<file path="src/hdl/asp_pkg.sv">
// Behaviour
// async full duplex, sync half duplex modes
// sync: 8-bit half duplex, own shift clock
// async frame 8 or 9 bits, LSB first
// parity appended on send, checked on receive
// one or two stop bits, both ends
// flag parity, framing and overrun errors
// buffer register before each shift register
// multiprocessor mode keeps only address characters; the code filters only 9-bit async frames and keeps every 8-bit frame
// loop-back routes transmitter into receiver
// 13-bit reload counter after fractional prescaler
// event when transmit buffer becomes empty
// event when last frame bit sent
// event when character enters receive buffer
// event on framing, parity or overrun
// async fastest bit: sixteen module clocks
// sync fastest bit: eight module clocks
// idle high, single low start bit
// centre sampling, sixteenfold oversampling, majority vote
package asp_pkg;
   // ***************
   // register map
   // ***************
   localparam logic [7:0] OFF_CTRL   = 8'h00;
   localparam logic [7:0] OFF_BAUD   = 8'h04;
   localparam logic [7:0] OFF_FRAC   = 8'h08;
   localparam logic [7:0] OFF_TXDATA = 8'h0c;
   localparam logic [7:0] OFF_RXDATA = 8'h10;
   localparam logic [7:0] OFF_STATUS = 8'h14;
   localparam logic [7:0] OFF_ISTAT  = 8'h18;
   localparam logic [7:0] OFF_IMASK  = 8'h1c;

   // control bits
   localparam int CB_SYNC  = 0;
   localparam int CB_NINE  = 1;
   localparam int CB_PAR   = 2;
   localparam int CB_ODD   = 3;
   localparam int CB_STOP2 = 4;
   localparam int CB_MP    = 5;
   localparam int CB_LOOP  = 6;
   localparam int CB_REN   = 7;
   localparam int CB_RUN   = 8;
   localparam int CTRL_W   = 9;

   // interrupt status bits
   localparam int IB_TBE   = 0;
   localparam int IB_TLAST = 1;
   localparam int IB_RBF   = 2;
   localparam int IB_PE    = 3;
   localparam int IB_FE    = 4;
   localparam int IB_OE    = 5;
   localparam int IRQ_W    = 6;

   localparam int BAUD_W_DEF = 13;
   localparam int FRAC_W_DEF = 10;

   localparam logic [CTRL_W-1:0]   CTRL_RST = 9'h000;
   localparam logic [IRQ_W-1:0]    MASK_RST = 6'h00;
   localparam logic [FRAC_W_DEF:0] FRAC_RST = 11'h400;

   // ticks within one bit, then last data bit numbers
   localparam logic [3:0] OVS_LAST  = 4'hf;
   localparam logic [3:0] VOTE_A    = 4'h7;
   localparam logic [3:0] VOTE_B    = 4'h8;
   localparam logic [3:0] VOTE_C    = 4'h9;
   localparam logic [3:0] SYNC_RISE = 4'h3;
   localparam logic [3:0] SYNC_LAST = 4'h7;
   localparam logic [3:0] LAST8     = 4'h7;
   localparam logic [3:0] LAST9     = 4'h8;

   typedef enum logic [2:0] {TX_IDLE, TX_START, TX_DATA, TX_PAR, TX_STOP, TX_SYNC} asp_tx_t;
   typedef enum logic [2:0] {RX_IDLE, RX_START, RX_DATA, RX_PAR, RX_STOP} asp_rx_t;
endpackage

</file>
<file path="src/hdl/asp_baud_gen.sv">
`timescale 1ns/1ns
module asp_baud_gen #(
   parameter int CNT_W  = 13,
   parameter int FRAC_W = 10
) (
   input  wire logic              clk,
   input  wire logic              rstn,
   input  wire logic              enable,
   input  wire logic [CNT_W-1:0]  reload,
   input  wire logic [FRAC_W:0]   fracStep,
   output      logic              tick
);
   if (CNT_W < 1 || CNT_W > 16 || FRAC_W < 2 || FRAC_W > 16) begin : gCheck
      $error("asp_baud_gen: unsupported width");
   end

   logic [FRAC_W-1:0] acc_r, acc_nxt;
   logic [CNT_W-1:0]  cnt_r, cnt_nxt;
   logic              tick_r, tick_nxt;
   logic [FRAC_W:0]   sum;

   // fractional prescaler feeds the reload counter
   always_comb begin
      sum      = {1'b0, acc_r} + fracStep;
      acc_nxt  = sum[FRAC_W-1:0];
      cnt_nxt  = cnt_r;
      tick_nxt = 1'b0;
      if (!enable) begin
         acc_nxt = '0;
         cnt_nxt = reload;
      end else if (sum[FRAC_W]) begin
         if (cnt_r == '0) begin
            cnt_nxt  = reload;
            tick_nxt = 1'b1;
         end else begin
            cnt_nxt = cnt_r - 1'b1;
         end
      end
   end

   always_ff @(posedge clk) begin
      if (!rstn) begin
         acc_r  <= '0;
         cnt_r  <= '0;
         tick_r <= 1'b0;
      end else begin
         acc_r  <= acc_nxt;
         cnt_r  <= cnt_nxt;
         tick_r <= tick_nxt;
      end
   end

   assign tick = tick_r;
endmodule

</file>
<file path="src/hdl/asp_top.sv">
// The address map and the AHB-Lite register port were left to the implementer.
`timescale 1ns/1ns
module asp_top #(
   parameter int BAUD_W = asp_pkg::BAUD_W_DEF
) (
   input  wire logic        clk,
   input  wire logic        rstn,
   input  wire logic        hsel,
   input  wire logic [31:0] haddr,
   input  wire logic [1:0]  htrans,
   input  wire logic        hwrite,
   input  wire logic [2:0]  hsize,
   input  wire logic [31:0] hwdata,
   input  wire logic        hready,
   output      logic [31:0] hrdata,
   output      logic        hreadyout,
   output      logic        hresp,
   input  wire logic        rxdIn,
   output      logic        rxdOut,
   output      logic        rxdOe,
   output      logic        txdOut,
   output      logic        irq
);
   if (BAUD_W != 13) begin : gCheck
      $error("asp_top: baud counter must be 13 bits");
   end

   // ***************
   // bus slave
   // ***************
   logic              wrPend_r, wrPend_nxt, rdPend_r, rdPend_nxt;
   logic [7:0]        addr_r, addr_nxt;
   logic [31:0]       hrdata_r, hrdata_nxt;
   logic              accept;

   function automatic logic hit(input logic pend, input logic [7:0] a, input logic [7:0] off);
      hit = pend && (a == off);
   endfunction

   assign accept    = hsel && htrans[1] && hready;
   assign hreadyout = !rdPend_r;
   assign hresp     = 1'b0;
   assign hrdata    = hrdata_r;

   // ***************
   // registers and buffers
   // ***************
   logic [asp_pkg::CTRL_W-1:0]   ctrl_r, ctrl_nxt;
   logic [BAUD_W-1:0]            baud_r, baud_nxt;
   logic [asp_pkg::FRAC_W_DEF:0] frac_r, frac_nxt;
   logic [asp_pkg::IRQ_W-1:0]    mask_r, mask_nxt, istat_r, istat_nxt, iset;
   logic [8:0]                   txBuf_r, txBuf_nxt, rxBuf_r, rxBuf_nxt;
   logic                         txFull_r, txFull_nxt, rxFull_r, rxFull_nxt;
   logic                         irq_r, irq_nxt;
   logic                         rxMeta_r, rxSync_r, rxPrev_r;
   logic                         tick, run, sync, nine, rdRx;

   assign run  = ctrl_r[asp_pkg::CB_RUN];
   assign sync = ctrl_r[asp_pkg::CB_SYNC];
   assign nine = ctrl_r[asp_pkg::CB_NINE] && !sync;
   assign rdRx = hit(rdPend_r, addr_r, asp_pkg::OFF_RXDATA);

   asp_baud_gen #(
      .CNT_W    (BAUD_W),
      .FRAC_W   (asp_pkg::FRAC_W_DEF)
   ) uBaud (
      .clk      (clk),
      .rstn     (rstn),
      .enable   (run),
      .reload   (baud_r),
      .fracStep (frac_r),
      .tick     (tick)
   );

   // ***************
   // transmit and sync engine
   // ***************
   asp_pkg::asp_tx_t txSt_r, txSt_nxt;
   logic [3:0]       txCnt_r, txCnt_nxt, txBit_r, txBit_nxt;
   logic [8:0]       txSh_r, txSh_nxt;
   logic             txPar_r, txPar_nxt, txd_r, txd_nxt, dOut_r, dOut_nxt, dOe_r, dOe_nxt;
   logic             syncRx_r, syncRx_nxt, txStop2_r, txStop2_nxt;
   logic             txLoad, tlastEv, sRxDone, endBit;
   logic [3:0]       lastBit;

   assign lastBit = nine ? asp_pkg::LAST9 : asp_pkg::LAST8;

   always_comb begin
      txSt_nxt    = txSt_r;
      txCnt_nxt   = tick ? txCnt_r + 4'h1 : txCnt_r;
      txBit_nxt   = txBit_r;
      txSh_nxt    = txSh_r;
      txPar_nxt   = txPar_r;
      txd_nxt     = txd_r;
      dOut_nxt    = dOut_r;
      dOe_nxt     = dOe_r;
      syncRx_nxt  = syncRx_r;
      txStop2_nxt = txStop2_r;
      txLoad      = 1'b0;
      tlastEv     = 1'b0;
      sRxDone     = 1'b0;
      endBit      = tick && txCnt_r == asp_pkg::OVS_LAST;
      unique case (txSt_r)
         asp_pkg::TX_IDLE: begin
            txd_nxt   = 1'b1;
            dOe_nxt   = 1'b0;
            txCnt_nxt = 4'h0;
            txBit_nxt = 4'h0;
            if (run && txFull_r) begin
               txLoad     = 1'b1;
               txSh_nxt   = nine ? txBuf_r : {1'b0, txBuf_r[7:0]};
               txPar_nxt  = ^(nine ? txBuf_r : {1'b0, txBuf_r[7:0]}) ^ ctrl_r[asp_pkg::CB_ODD];
               syncRx_nxt = 1'b0;
               txd_nxt    = 1'b0;
               if (sync) begin
                  txSt_nxt = asp_pkg::TX_SYNC;
                  dOut_nxt = txBuf_r[0];
                  dOe_nxt  = 1'b1;
               end else begin
                  txSt_nxt = asp_pkg::TX_START;
               end
            end else if (run && sync && ctrl_r[asp_pkg::CB_REN]) begin
               txSt_nxt   = asp_pkg::TX_SYNC;
               syncRx_nxt = 1'b1;
               txSh_nxt   = 9'h000;
               txd_nxt    = 1'b0;
            end
         end
         asp_pkg::TX_START: begin
            if (endBit) begin
               txd_nxt  = txSh_r[0];
               txSh_nxt = txSh_r >> 1;
               txSt_nxt = asp_pkg::TX_DATA;
            end
         end
         asp_pkg::TX_DATA: begin
            if (endBit) begin
               if (txBit_r != lastBit) begin
                  txBit_nxt = txBit_r + 4'h1;
                  txd_nxt   = txSh_r[0];
                  txSh_nxt  = txSh_r >> 1;
               end else if (ctrl_r[asp_pkg::CB_PAR]) begin
                  txd_nxt  = txPar_r;
                  txSt_nxt = asp_pkg::TX_PAR;
               end else begin
                  txd_nxt     = 1'b1;
                  txStop2_nxt = ctrl_r[asp_pkg::CB_STOP2];
                  txSt_nxt    = asp_pkg::TX_STOP;
               end
            end
         end
         asp_pkg::TX_PAR: begin
            if (endBit) begin
               txd_nxt     = 1'b1;
               txStop2_nxt = ctrl_r[asp_pkg::CB_STOP2];
               txSt_nxt    = asp_pkg::TX_STOP;
            end
         end
         asp_pkg::TX_STOP: begin
            if (endBit) begin
               if (txStop2_r) begin
                  txStop2_nxt = 1'b0;
               end else begin
                  tlastEv  = 1'b1;
                  txSt_nxt = asp_pkg::TX_IDLE;
               end
            end
         end
         asp_pkg::TX_SYNC: begin
            if (tick && txCnt_r == asp_pkg::SYNC_RISE) begin
               txd_nxt = 1'b1;
               if (syncRx_r) begin
                  txSh_nxt = {1'b0, rxSync_r, txSh_r[7:1]};
               end
            end
            if (tick && txCnt_r == asp_pkg::SYNC_LAST) begin
               txCnt_nxt = 4'h0;
               if (txBit_r == asp_pkg::LAST8) begin
                  txSt_nxt = asp_pkg::TX_IDLE;
                  sRxDone  = syncRx_r;
                  tlastEv  = !syncRx_r;
               end else begin
                  txBit_nxt = txBit_r + 4'h1;
                  txd_nxt   = 1'b0;
                  if (!syncRx_r) begin
                     dOut_nxt = txSh_r[1];
                     txSh_nxt = txSh_r >> 1;
                  end
               end
            end
         end
      endcase
      if (!run) begin
         txSt_nxt = asp_pkg::TX_IDLE;
      end
   end

   always_ff @(posedge clk) begin
      if (!rstn) begin
         txSt_r    <= asp_pkg::TX_IDLE;
         txCnt_r   <= 4'h0;
         txBit_r   <= 4'h0;
         txSh_r    <= 9'h000;
         txPar_r   <= 1'b0;
         txd_r     <= 1'b1;
         dOut_r    <= 1'b1;
         dOe_r     <= 1'b0;
         syncRx_r  <= 1'b0;
         txStop2_r <= 1'b0;
      end else begin
         txSt_r    <= txSt_nxt;
         txCnt_r   <= txCnt_nxt;
         txBit_r   <= txBit_nxt;
         txSh_r    <= txSh_nxt;
         txPar_r   <= txPar_nxt;
         txd_r     <= txd_nxt;
         dOut_r    <= dOut_nxt;
         dOe_r     <= dOe_nxt;
         syncRx_r  <= syncRx_nxt;
         txStop2_r <= txStop2_nxt;
      end
   end

   assign txdOut = txd_r;
   assign rxdOut = dOut_r;
   assign rxdOe  = dOe_r;

   // ***************
   // async receiver
   // ***************
   asp_pkg::asp_rx_t rxSt_r, rxSt_nxt;
   logic [3:0]       rxCnt_r, rxCnt_nxt, rxBit_r, rxBit_nxt;
   logic [8:0]       rxSh_r, rxSh_nxt, rxData;
   logic [1:0]       vote_r, vote_nxt;
   logic             rxPbit_r, rxPbit_nxt, rxFe_r, rxFe_nxt, rxStop2_r, rxStop2_nxt;
   logic             rxIn, voteBit, aRxDone, aRxKeep, peEv, feEv;

   assign rxIn = ctrl_r[asp_pkg::CB_LOOP] ? txd_r : rxSync_r;

   always_comb begin
      rxSt_nxt    = rxSt_r;
      rxCnt_nxt   = tick ? rxCnt_r + 4'h1 : rxCnt_r;
      rxBit_nxt   = rxBit_r;
      rxSh_nxt    = rxSh_r;
      vote_nxt    = vote_r;
      rxPbit_nxt  = rxPbit_r;
      rxFe_nxt    = rxFe_r;
      rxStop2_nxt = rxStop2_r;
      aRxDone     = 1'b0;
      voteBit     = (vote_r[0] & vote_r[1]) | (vote_r[0] & rxIn) | (vote_r[1] & rxIn);
      rxData      = nine ? rxSh_r : {1'b0, rxSh_r[8:1]};
      if (tick && rxCnt_r == asp_pkg::VOTE_A) vote_nxt[0] = rxIn;
      if (tick && rxCnt_r == asp_pkg::VOTE_B) vote_nxt[1] = rxIn;
      unique case (rxSt_r)
         asp_pkg::RX_IDLE: begin
            rxCnt_nxt = 4'h0;
            rxBit_nxt = 4'h0;
            rxFe_nxt  = 1'b0;
            if (run && !sync && ctrl_r[asp_pkg::CB_REN] && rxPrev_r && !rxIn) begin
               rxSt_nxt = asp_pkg::RX_START;
            end
         end
         asp_pkg::RX_START: begin
            if (tick && rxCnt_r == asp_pkg::VOTE_C && voteBit) rxSt_nxt = asp_pkg::RX_IDLE;
            if (tick && rxCnt_r == asp_pkg::OVS_LAST) rxSt_nxt = asp_pkg::RX_DATA;
         end
         asp_pkg::RX_DATA: begin
            if (tick && rxCnt_r == asp_pkg::VOTE_C) rxSh_nxt = {voteBit, rxSh_r[8:1]};
            if (tick && rxCnt_r == asp_pkg::OVS_LAST) begin
               rxBit_nxt = rxBit_r + 4'h1;
               if (rxBit_r == lastBit) begin
                  rxStop2_nxt = ctrl_r[asp_pkg::CB_STOP2];
                  rxSt_nxt    = ctrl_r[asp_pkg::CB_PAR] ? asp_pkg::RX_PAR : asp_pkg::RX_STOP;
               end
            end
         end
         asp_pkg::RX_PAR: begin
            if (tick && rxCnt_r == asp_pkg::VOTE_C) rxPbit_nxt = voteBit;
            if (tick && rxCnt_r == asp_pkg::OVS_LAST) rxSt_nxt = asp_pkg::RX_STOP;
         end
         asp_pkg::RX_STOP: begin
            if (tick && rxCnt_r == asp_pkg::VOTE_C) begin
               rxFe_nxt = rxFe_r | !voteBit;
               if (rxStop2_r && voteBit) begin
                  rxStop2_nxt = 1'b0;
               end else begin
                  aRxDone  = 1'b1;
                  rxSt_nxt = asp_pkg::RX_IDLE;
               end
            end
         end
      endcase
      if (!run || sync) begin
         rxSt_nxt = asp_pkg::RX_IDLE;
      end
      aRxKeep = aRxDone && !(ctrl_r[asp_pkg::CB_MP] && nine && !rxData[8]);
      peEv    = aRxKeep && ctrl_r[asp_pkg::CB_PAR] && ((^rxData) ^ ctrl_r[asp_pkg::CB_ODD]) != rxPbit_r;
      feEv    = aRxKeep && rxFe_nxt;
   end

   always_ff @(posedge clk) begin
      if (!rstn) begin
         rxSt_r    <= asp_pkg::RX_IDLE;
         rxCnt_r   <= 4'h0;
         rxBit_r   <= 4'h0;
         rxSh_r    <= 9'h000;
         vote_r    <= 2'h3;
         rxPbit_r  <= 1'b0;
         rxFe_r    <= 1'b0;
         rxStop2_r <= 1'b0;
      end else begin
         rxSt_r    <= rxSt_nxt;
         rxCnt_r   <= rxCnt_nxt;
         rxBit_r   <= rxBit_nxt;
         rxSh_r    <= rxSh_nxt;
         vote_r    <= vote_nxt;
         rxPbit_r  <= rxPbit_nxt;
         rxFe_r    <= rxFe_nxt;
         rxStop2_r <= rxStop2_nxt;
      end
   end

   // pin synchroniser; rxPrev sees rxIn: the second stage, or txd_r in loop-back
   always_ff @(posedge clk) begin
      if (!rstn) begin
         rxMeta_r <= 1'b1;
         rxSync_r <= 1'b1;
         rxPrev_r <= 1'b1;
      end else begin
         rxMeta_r <= rxdIn;
         rxSync_r <= rxMeta_r;
         rxPrev_r <= rxIn;
      end
   end

   // ***************
   // register file and events
   // ***************
   always_comb begin
      wrPend_nxt = accept && hwrite;
      rdPend_nxt = accept && !hwrite;
      addr_nxt   = accept ? haddr[7:0] : addr_r;
      hrdata_nxt = hrdata_r;
      if (rdPend_r) begin
         unique case (addr_r)
            asp_pkg::OFF_CTRL:   hrdata_nxt = {23'h000000, ctrl_r};
            asp_pkg::OFF_BAUD:   hrdata_nxt = {19'h00000, baud_r};
            asp_pkg::OFF_FRAC:   hrdata_nxt = {21'h000000, frac_r};
            asp_pkg::OFF_TXDATA: hrdata_nxt = {23'h000000, txBuf_r};
            asp_pkg::OFF_RXDATA: hrdata_nxt = {23'h000000, rxBuf_r};
            asp_pkg::OFF_STATUS: hrdata_nxt = {28'h0000000, txFull_r, txSt_r != asp_pkg::TX_IDLE,
                                               rxFull_r, rxSt_r != asp_pkg::RX_IDLE};
            asp_pkg::OFF_ISTAT:  hrdata_nxt = {26'h0000000, istat_r};
            asp_pkg::OFF_IMASK:  hrdata_nxt = {26'h0000000, mask_r};
            default:             hrdata_nxt = 32'h00000000;
         endcase
      end
      ctrl_nxt = hit(wrPend_r, addr_r, asp_pkg::OFF_CTRL) ? hwdata[asp_pkg::CTRL_W-1:0] : ctrl_r;
      baud_nxt = hit(wrPend_r, addr_r, asp_pkg::OFF_BAUD) ? hwdata[BAUD_W-1:0] : baud_r;
      frac_nxt = hit(wrPend_r, addr_r, asp_pkg::OFF_FRAC) ? hwdata[asp_pkg::FRAC_W_DEF:0] : frac_r;
      mask_nxt = hit(wrPend_r, addr_r, asp_pkg::OFF_IMASK) ? hwdata[asp_pkg::IRQ_W-1:0] : mask_r;
      // transmit buffer: a load by the engine loses to a fresh write
      txBuf_nxt  = txBuf_r;
      txFull_nxt = txFull_r && !txLoad;
      if (hit(wrPend_r, addr_r, asp_pkg::OFF_TXDATA)) begin
         txBuf_nxt  = hwdata[8:0];
         txFull_nxt = 1'b1;
      end
      // receive buffer: arrival wins over the clearing read
      rxBuf_nxt  = rxBuf_r;
      rxFull_nxt = rxFull_r && !rdRx;
      if (aRxKeep || sRxDone) begin
         rxBuf_nxt  = sRxDone ? {1'b0, txSh_r[7:0]} : rxData;
         rxFull_nxt = 1'b1;
      end
      iset = '0;
      iset[asp_pkg::IB_TBE]   = txLoad;
      iset[asp_pkg::IB_TLAST] = tlastEv;
      iset[asp_pkg::IB_RBF]   = aRxKeep || sRxDone;
      iset[asp_pkg::IB_PE]    = peEv;
      iset[asp_pkg::IB_FE]    = feEv;
      iset[asp_pkg::IB_OE]    = (aRxKeep || sRxDone) && rxFull_r && !rdRx;
      istat_nxt = istat_r;
      if (hit(wrPend_r, addr_r, asp_pkg::OFF_ISTAT)) begin
         istat_nxt = istat_r & ~hwdata[asp_pkg::IRQ_W-1:0];
      end
      istat_nxt = istat_nxt | iset;
      irq_nxt   = |(istat_nxt & mask_nxt);
   end

   always_ff @(posedge clk) begin
      if (!rstn) begin
         wrPend_r <= 1'b0;
         rdPend_r <= 1'b0;
         addr_r   <= 8'h00;
         hrdata_r <= 32'h00000000;
         ctrl_r   <= asp_pkg::CTRL_RST;
         baud_r   <= '0;
         frac_r   <= asp_pkg::FRAC_RST;
         mask_r   <= asp_pkg::MASK_RST;
         istat_r  <= '0;
         txBuf_r  <= 9'h000;
         txFull_r <= 1'b0;
         rxBuf_r  <= 9'h000;
         rxFull_r <= 1'b0;
         irq_r    <= 1'b0;
      end else begin
         wrPend_r <= wrPend_nxt;
         rdPend_r <= rdPend_nxt;
         addr_r   <= addr_nxt;
         hrdata_r <= hrdata_nxt;
         ctrl_r   <= ctrl_nxt;
         baud_r   <= baud_nxt;
         frac_r   <= frac_nxt;
         mask_r   <= mask_nxt;
         istat_r  <= istat_nxt;
         txBuf_r  <= txBuf_nxt;
         txFull_r <= txFull_nxt;
         rxBuf_r  <= rxBuf_nxt;
         rxFull_r <= rxFull_nxt;
         irq_r    <= irq_nxt;
      end
   end

   assign irq = irq_r;
endmodule

</file>
<file path="config.mk">
export PLATFORM = sky130hd
export DESIGN_NAME = asp_top
export DESIGN_NICKNAME = d
export VERILOG_FILES = /design/src/hdl/asp_pkg.sv /design/src/hdl/asp_baud_gen.sv /design/src/hdl/asp_top.sv
export SDC_FILE = /design/constraint.sdc
export NUM_CORES = 1
export LEC_CHECK = 0
export BUFFER_PORTS_ARGS = -buffer_cell sky130_fd_sc_hd__buf_2
export CORE_MARGIN = 2
export CORE_UTILIZATION = 30
export DETAILED_ROUTE_END_ITERATION = 10
export PLACE_DENSITY = 0.55
export SLEW_MARGIN = 15
export SYNTH_ARGS = -nofsm -noshare
export SYNTH_HDL_FRONTEND = slang
export SYNTH_SLANG_ARGS = --single-unit
</file>
<file path="constraint.sdc">
create_clock -name clk -period 3.2 [get_ports clk]
set_clock_uncertainty 0.2 [all_clocks]
set_input_delay 0.32 -clock clk [delete_from_list [all_inputs] [get_ports clk]]
set_output_delay 0.32 -clock clk [all_outputs]
set_load 0.03 [all_outputs]
</file>
==> out/metrics.yaml <==
worstSetupPathType: "reg2reg"
dp.final_hpwl_mm: 18.32
switching_power_mw: 1.070
cts.htree.levels: 4
layout.cells.most_common_list: "167 x sky130_fd_sc_hd__dfxtp_1, 164 x sky130_fd_sc_hd__nand2_1, 103 x sky130_fd_sc_hd__a21oi_1"
final_cell_count_no_fill: 1511
post_synth_num_cell_types: 81
tightestPinTransition_ns: 0.7954
setup-tns-final_ns: 0
stdcell_area_mm2: 0.01000
ioPinCount: 113
postLayoutSetupSlackWorst_ns: 0.2733
power.density_mw_per_mm2: 429.5
place.gp.congestion: 0.8860
drt_drc_violations_left: 0
fp.dieArea_mm2: 0.03027
ys_async_sr_fraction: 0
postLayoutCoreUtil: 0.3503
final-max-slew-violation-count: 0
final_common_cell: "sky130_fd_sc_hd__dfxtp_1"
worstPathCellList: "ha_1, inv_1, fa_1, nor2b_1, o31a_1, o31a_1, o211a_2, or4_1, a31oi_1"
power.share.switching: 0.2492
maxClockFrequency_ghz: 0.3417
leakage_nw: 3.702
tritoncts: "yes"
setup_repair_after_global_routing_missed_its_margin: "false"
worstPathArrival_ns: 3.09
synth.top_cell.area_share: 0.3857
vias: 7979
final_layout_size_suffix_gt1_frac: 0.1207
worst_min_path_class: "in2reg"
run_status: "completed"
worst_ir_drop_vdd_uv: 308.4
drt_first_pass_iters: 8
period_needed_ns: 2.927
synth_cells: 1066
max_cap_violations: 0
synthDominantAreaCellType: "sky130_fd_sc_hd__dfxtp_1"
largest_net_degree_at_the_start_of_global_routing: 34
grt_pass1_wl_mm: 40.76
root_buffer: "sky130_fd_sc_hd__clkbuf_16"
groute.usage.overall: 0.1676
setup.worst_path.start_class: "flop"
grt_overflow_total: 0
starting_density: 0.3036
timing.max_slew.rel_slack: 0.4683
finalSetupViolCount: 0
ranking_of_synthesized_cells_by_area: "sky130_fd_sc_hd__dfxtp_1 39%, sky130_fd_sc_hd__nand2_1 7.1%, sky130_fd_sc_hd__a21oi_1 5.9%"
postRouteAntennaNets: 0
worst-endpoint-required_ns: 3.36
coreArea_mm2: 0.02855
num_rows: 62
synth_enable_flop_cells: 0
post_drt_via_cell_ratio: 5.281
drt_iter0_drc: 700
critical_path.reg2reg.startpoint: "frac_r[0]$_SDFFE_PN0P_"
share_seq_of_total_power: 0.489
preCtsSetupSlack_ns: 0.1893
clock_path_buffers: 2
tritoncts.num_buffers: 17
synth_area_per_cell_um2: 8.130
later_pin_clock_latency_in_the_skew_report_ns: 0.43
path_common_cell: "sky130_fd_sc_hd__o31a_1"
clk_transition_reported_paths_ns: 0.07
cts_num_sinks: 167
cp_slowest_cell: "sky130_fd_sc_hd__or4_1"
synth.ff_latch_count: 167
number_of_global_route_vias_before_repair: 7399
post-place-cells: 1462
layout_worst_path_cycle_share: 0.9146
startpoint: "frac_r[0]$_SDFFE_PN0P_"
design.final.nets: 1207
drt_wl_total_mm: 25.48
synth_flop_cell: "sky130_fd_sc_hd__dfxtp_1"
seq_area_frac_synth: 0.3857
power_frac_comb: 0.048
p_int_mw: 3.225
port_buffers: 45
number_of_inserted_diodes: 0
post_synth_design_cell_area_mm2: 0.008667
postPlaceCellArea_mm2: 0.009275
grt_antenna_before_repair: 0
die_boundary_width_um: 174.0
clockPowerShare: 0.463
critical_path.endpoint_type: "flop"
worst_path_largest_cell_delay_ns: 0.54
crit_fanout: 16
timing_hold_violations_final: 0
detail_route.wl_per_cell_um: 16.86
syn_to_final_growth_pct: 15.39
die_height_um: 174.0
final.fill_count: 3043
hold_wc_startpoint: "hwdata[1]"
synth-warning-count: 0
## through the flow
stage / power, mW / hold slack, ns
CTS: 4.312 / 0.01309
global placement: 2.334 / 0.1917
floorplan: 2.277 / 0.1863
global route: 4.425 / 0.01301
detailed placement: 2.335 / 0.2029
finish: 4.295 / 0.02138
## Yosys cell counts (9+ instances only)
master and n:
sky130_fd_sc_hd__o211ai_1 17, sky130_fd_sc_hd__nand3_1 33, sky130_fd_sc_hd__xnor2_1 17, sky130_fd_sc_hd__mux2i_1 40, sky130_fd_sc_hd__nor3_1 29, sky130_fd_sc_hd__o21ai_0 31, sky130_fd_sc_hd__a21oi_1 103, sky130_fd_sc_hd__nand2_1 164
sky130_fd_sc_hd__nor2b_1 12, sky130_fd_sc_hd__nor2_1 95, sky130_fd_sc_hd__and3_1 12, sky130_fd_sc_hd__clkbuf_1 48, sky130_fd_sc_hd__a31oi_1 12, sky130_fd_sc_hd__inv_1 21, sky130_fd_sc_hd__buf_4 21, sky130_fd_sc_hd__dfxtp_1 167
sky130_fd_sc_hd__xor2_1 12, sky130_fd_sc_hd__a211oi_1 12, sky130_fd_sc_hd__ha_1 17, sky130_fd_sc_hd__or3_1 12, sky130_fd_sc_hd__nand4_1 9, sky130_fd_sc_hd__nand2b_1 18
## state kept, by name, summed over array words and instances, names as in the netlist, 10 cells and up
signal / flops
uBaud.acc_r: 10
hrdata: 13
frac_r: 11
uBaud.cnt_r: 13
baud_r: 13
## worst max-delay path: cells and delay by family, from the launching register on
kind                       cells  cell delay [ns]
AOI/OAI and AO/OA              4             1.21
adders and majority gates      2             0.41
buffers and inverters          1             0.08
DFF                            1             0.34
and+or+nand+nor                2             0.61
## final cells by class
class | count | area (um^2) | share of cell area
multi-input combinational | 813 | 4913 | 0.4913
sequential | 167 | 3343 | 0.3343
timing repair buffer | 92 | 620.6 | 0.06205
tap | 384 | 480.5 | 0.04804
clock buffer | 18 | 429.2 | 0.04291
clock inverter | 14 | 126.4 | 0.01264
inverter | 23 | 87.58 | 0.008758
## metal layers
metal  global-route usage  part of all wire
met1               0.2366              0.48
met2               0.2641              0.45
met3              0.02931             0.056
met4              0.04377             0.015
met5                    0                 0
## power by group through the flow
stage          clock network [mW]  registers, mW  logic [mW]
2_1_floorplan                   0           2.15       0.130
3_3_place_gp                    0           2.15       0.188
3_5_place_dp                    0           2.15       0.188
4_1_cts                      2.01           2.10       0.204
5_1_grt                      2.10           2.10       0.221
6_report                     1.99           2.10       0.206
## final timing paths
check	to	slack (ns)	cells after the start
max reg2reg	uBaud.cnt_r[11]$_SDFFE_PN0P_	0.27	9
min	baud_r[1]$_SDFFE_PN0P_	0.02	3
min reg2reg	rxSync_r$_SDFF_PN1_	0.21	1
max	uBaud.cnt_r[11]$_SDFFE_PN0P_	0.27	9
## kinds of logic (layout without fill, tap and decap cells)
family | count (synthesis) | count (layout) | share of synthesized area
AND/OR/NAND/NOR | 428 | 428 | 0.2337
AO/OA/AOI/OAI | 272 | 272 | 0.2092
flip-flops | 167 | 167 | 0.3857
buffers and inverters | 105 | 147 | 0.05558
multiplexers | 45 | 45 | 0.05659
XOR/XNOR | 30 | 30 | 0.03190
adder cells (fa/ha/maj) | 18 | 18 | 0.02685
other | 1 | 20 | 0.0004327
## timing repair
| item | in CTS | in global routing |
|---|---|---|
| gates resized for setup | 0 | 1 |
| setup endpoints to repair | 0 | 5 |
| buffers inserted | 0 | 0 |
| endpoints found under the hold margin | 23 | 0 |
| hold buffers | 17 | 0 |
No activity file was read; power rests on OpenSTA's default activity.
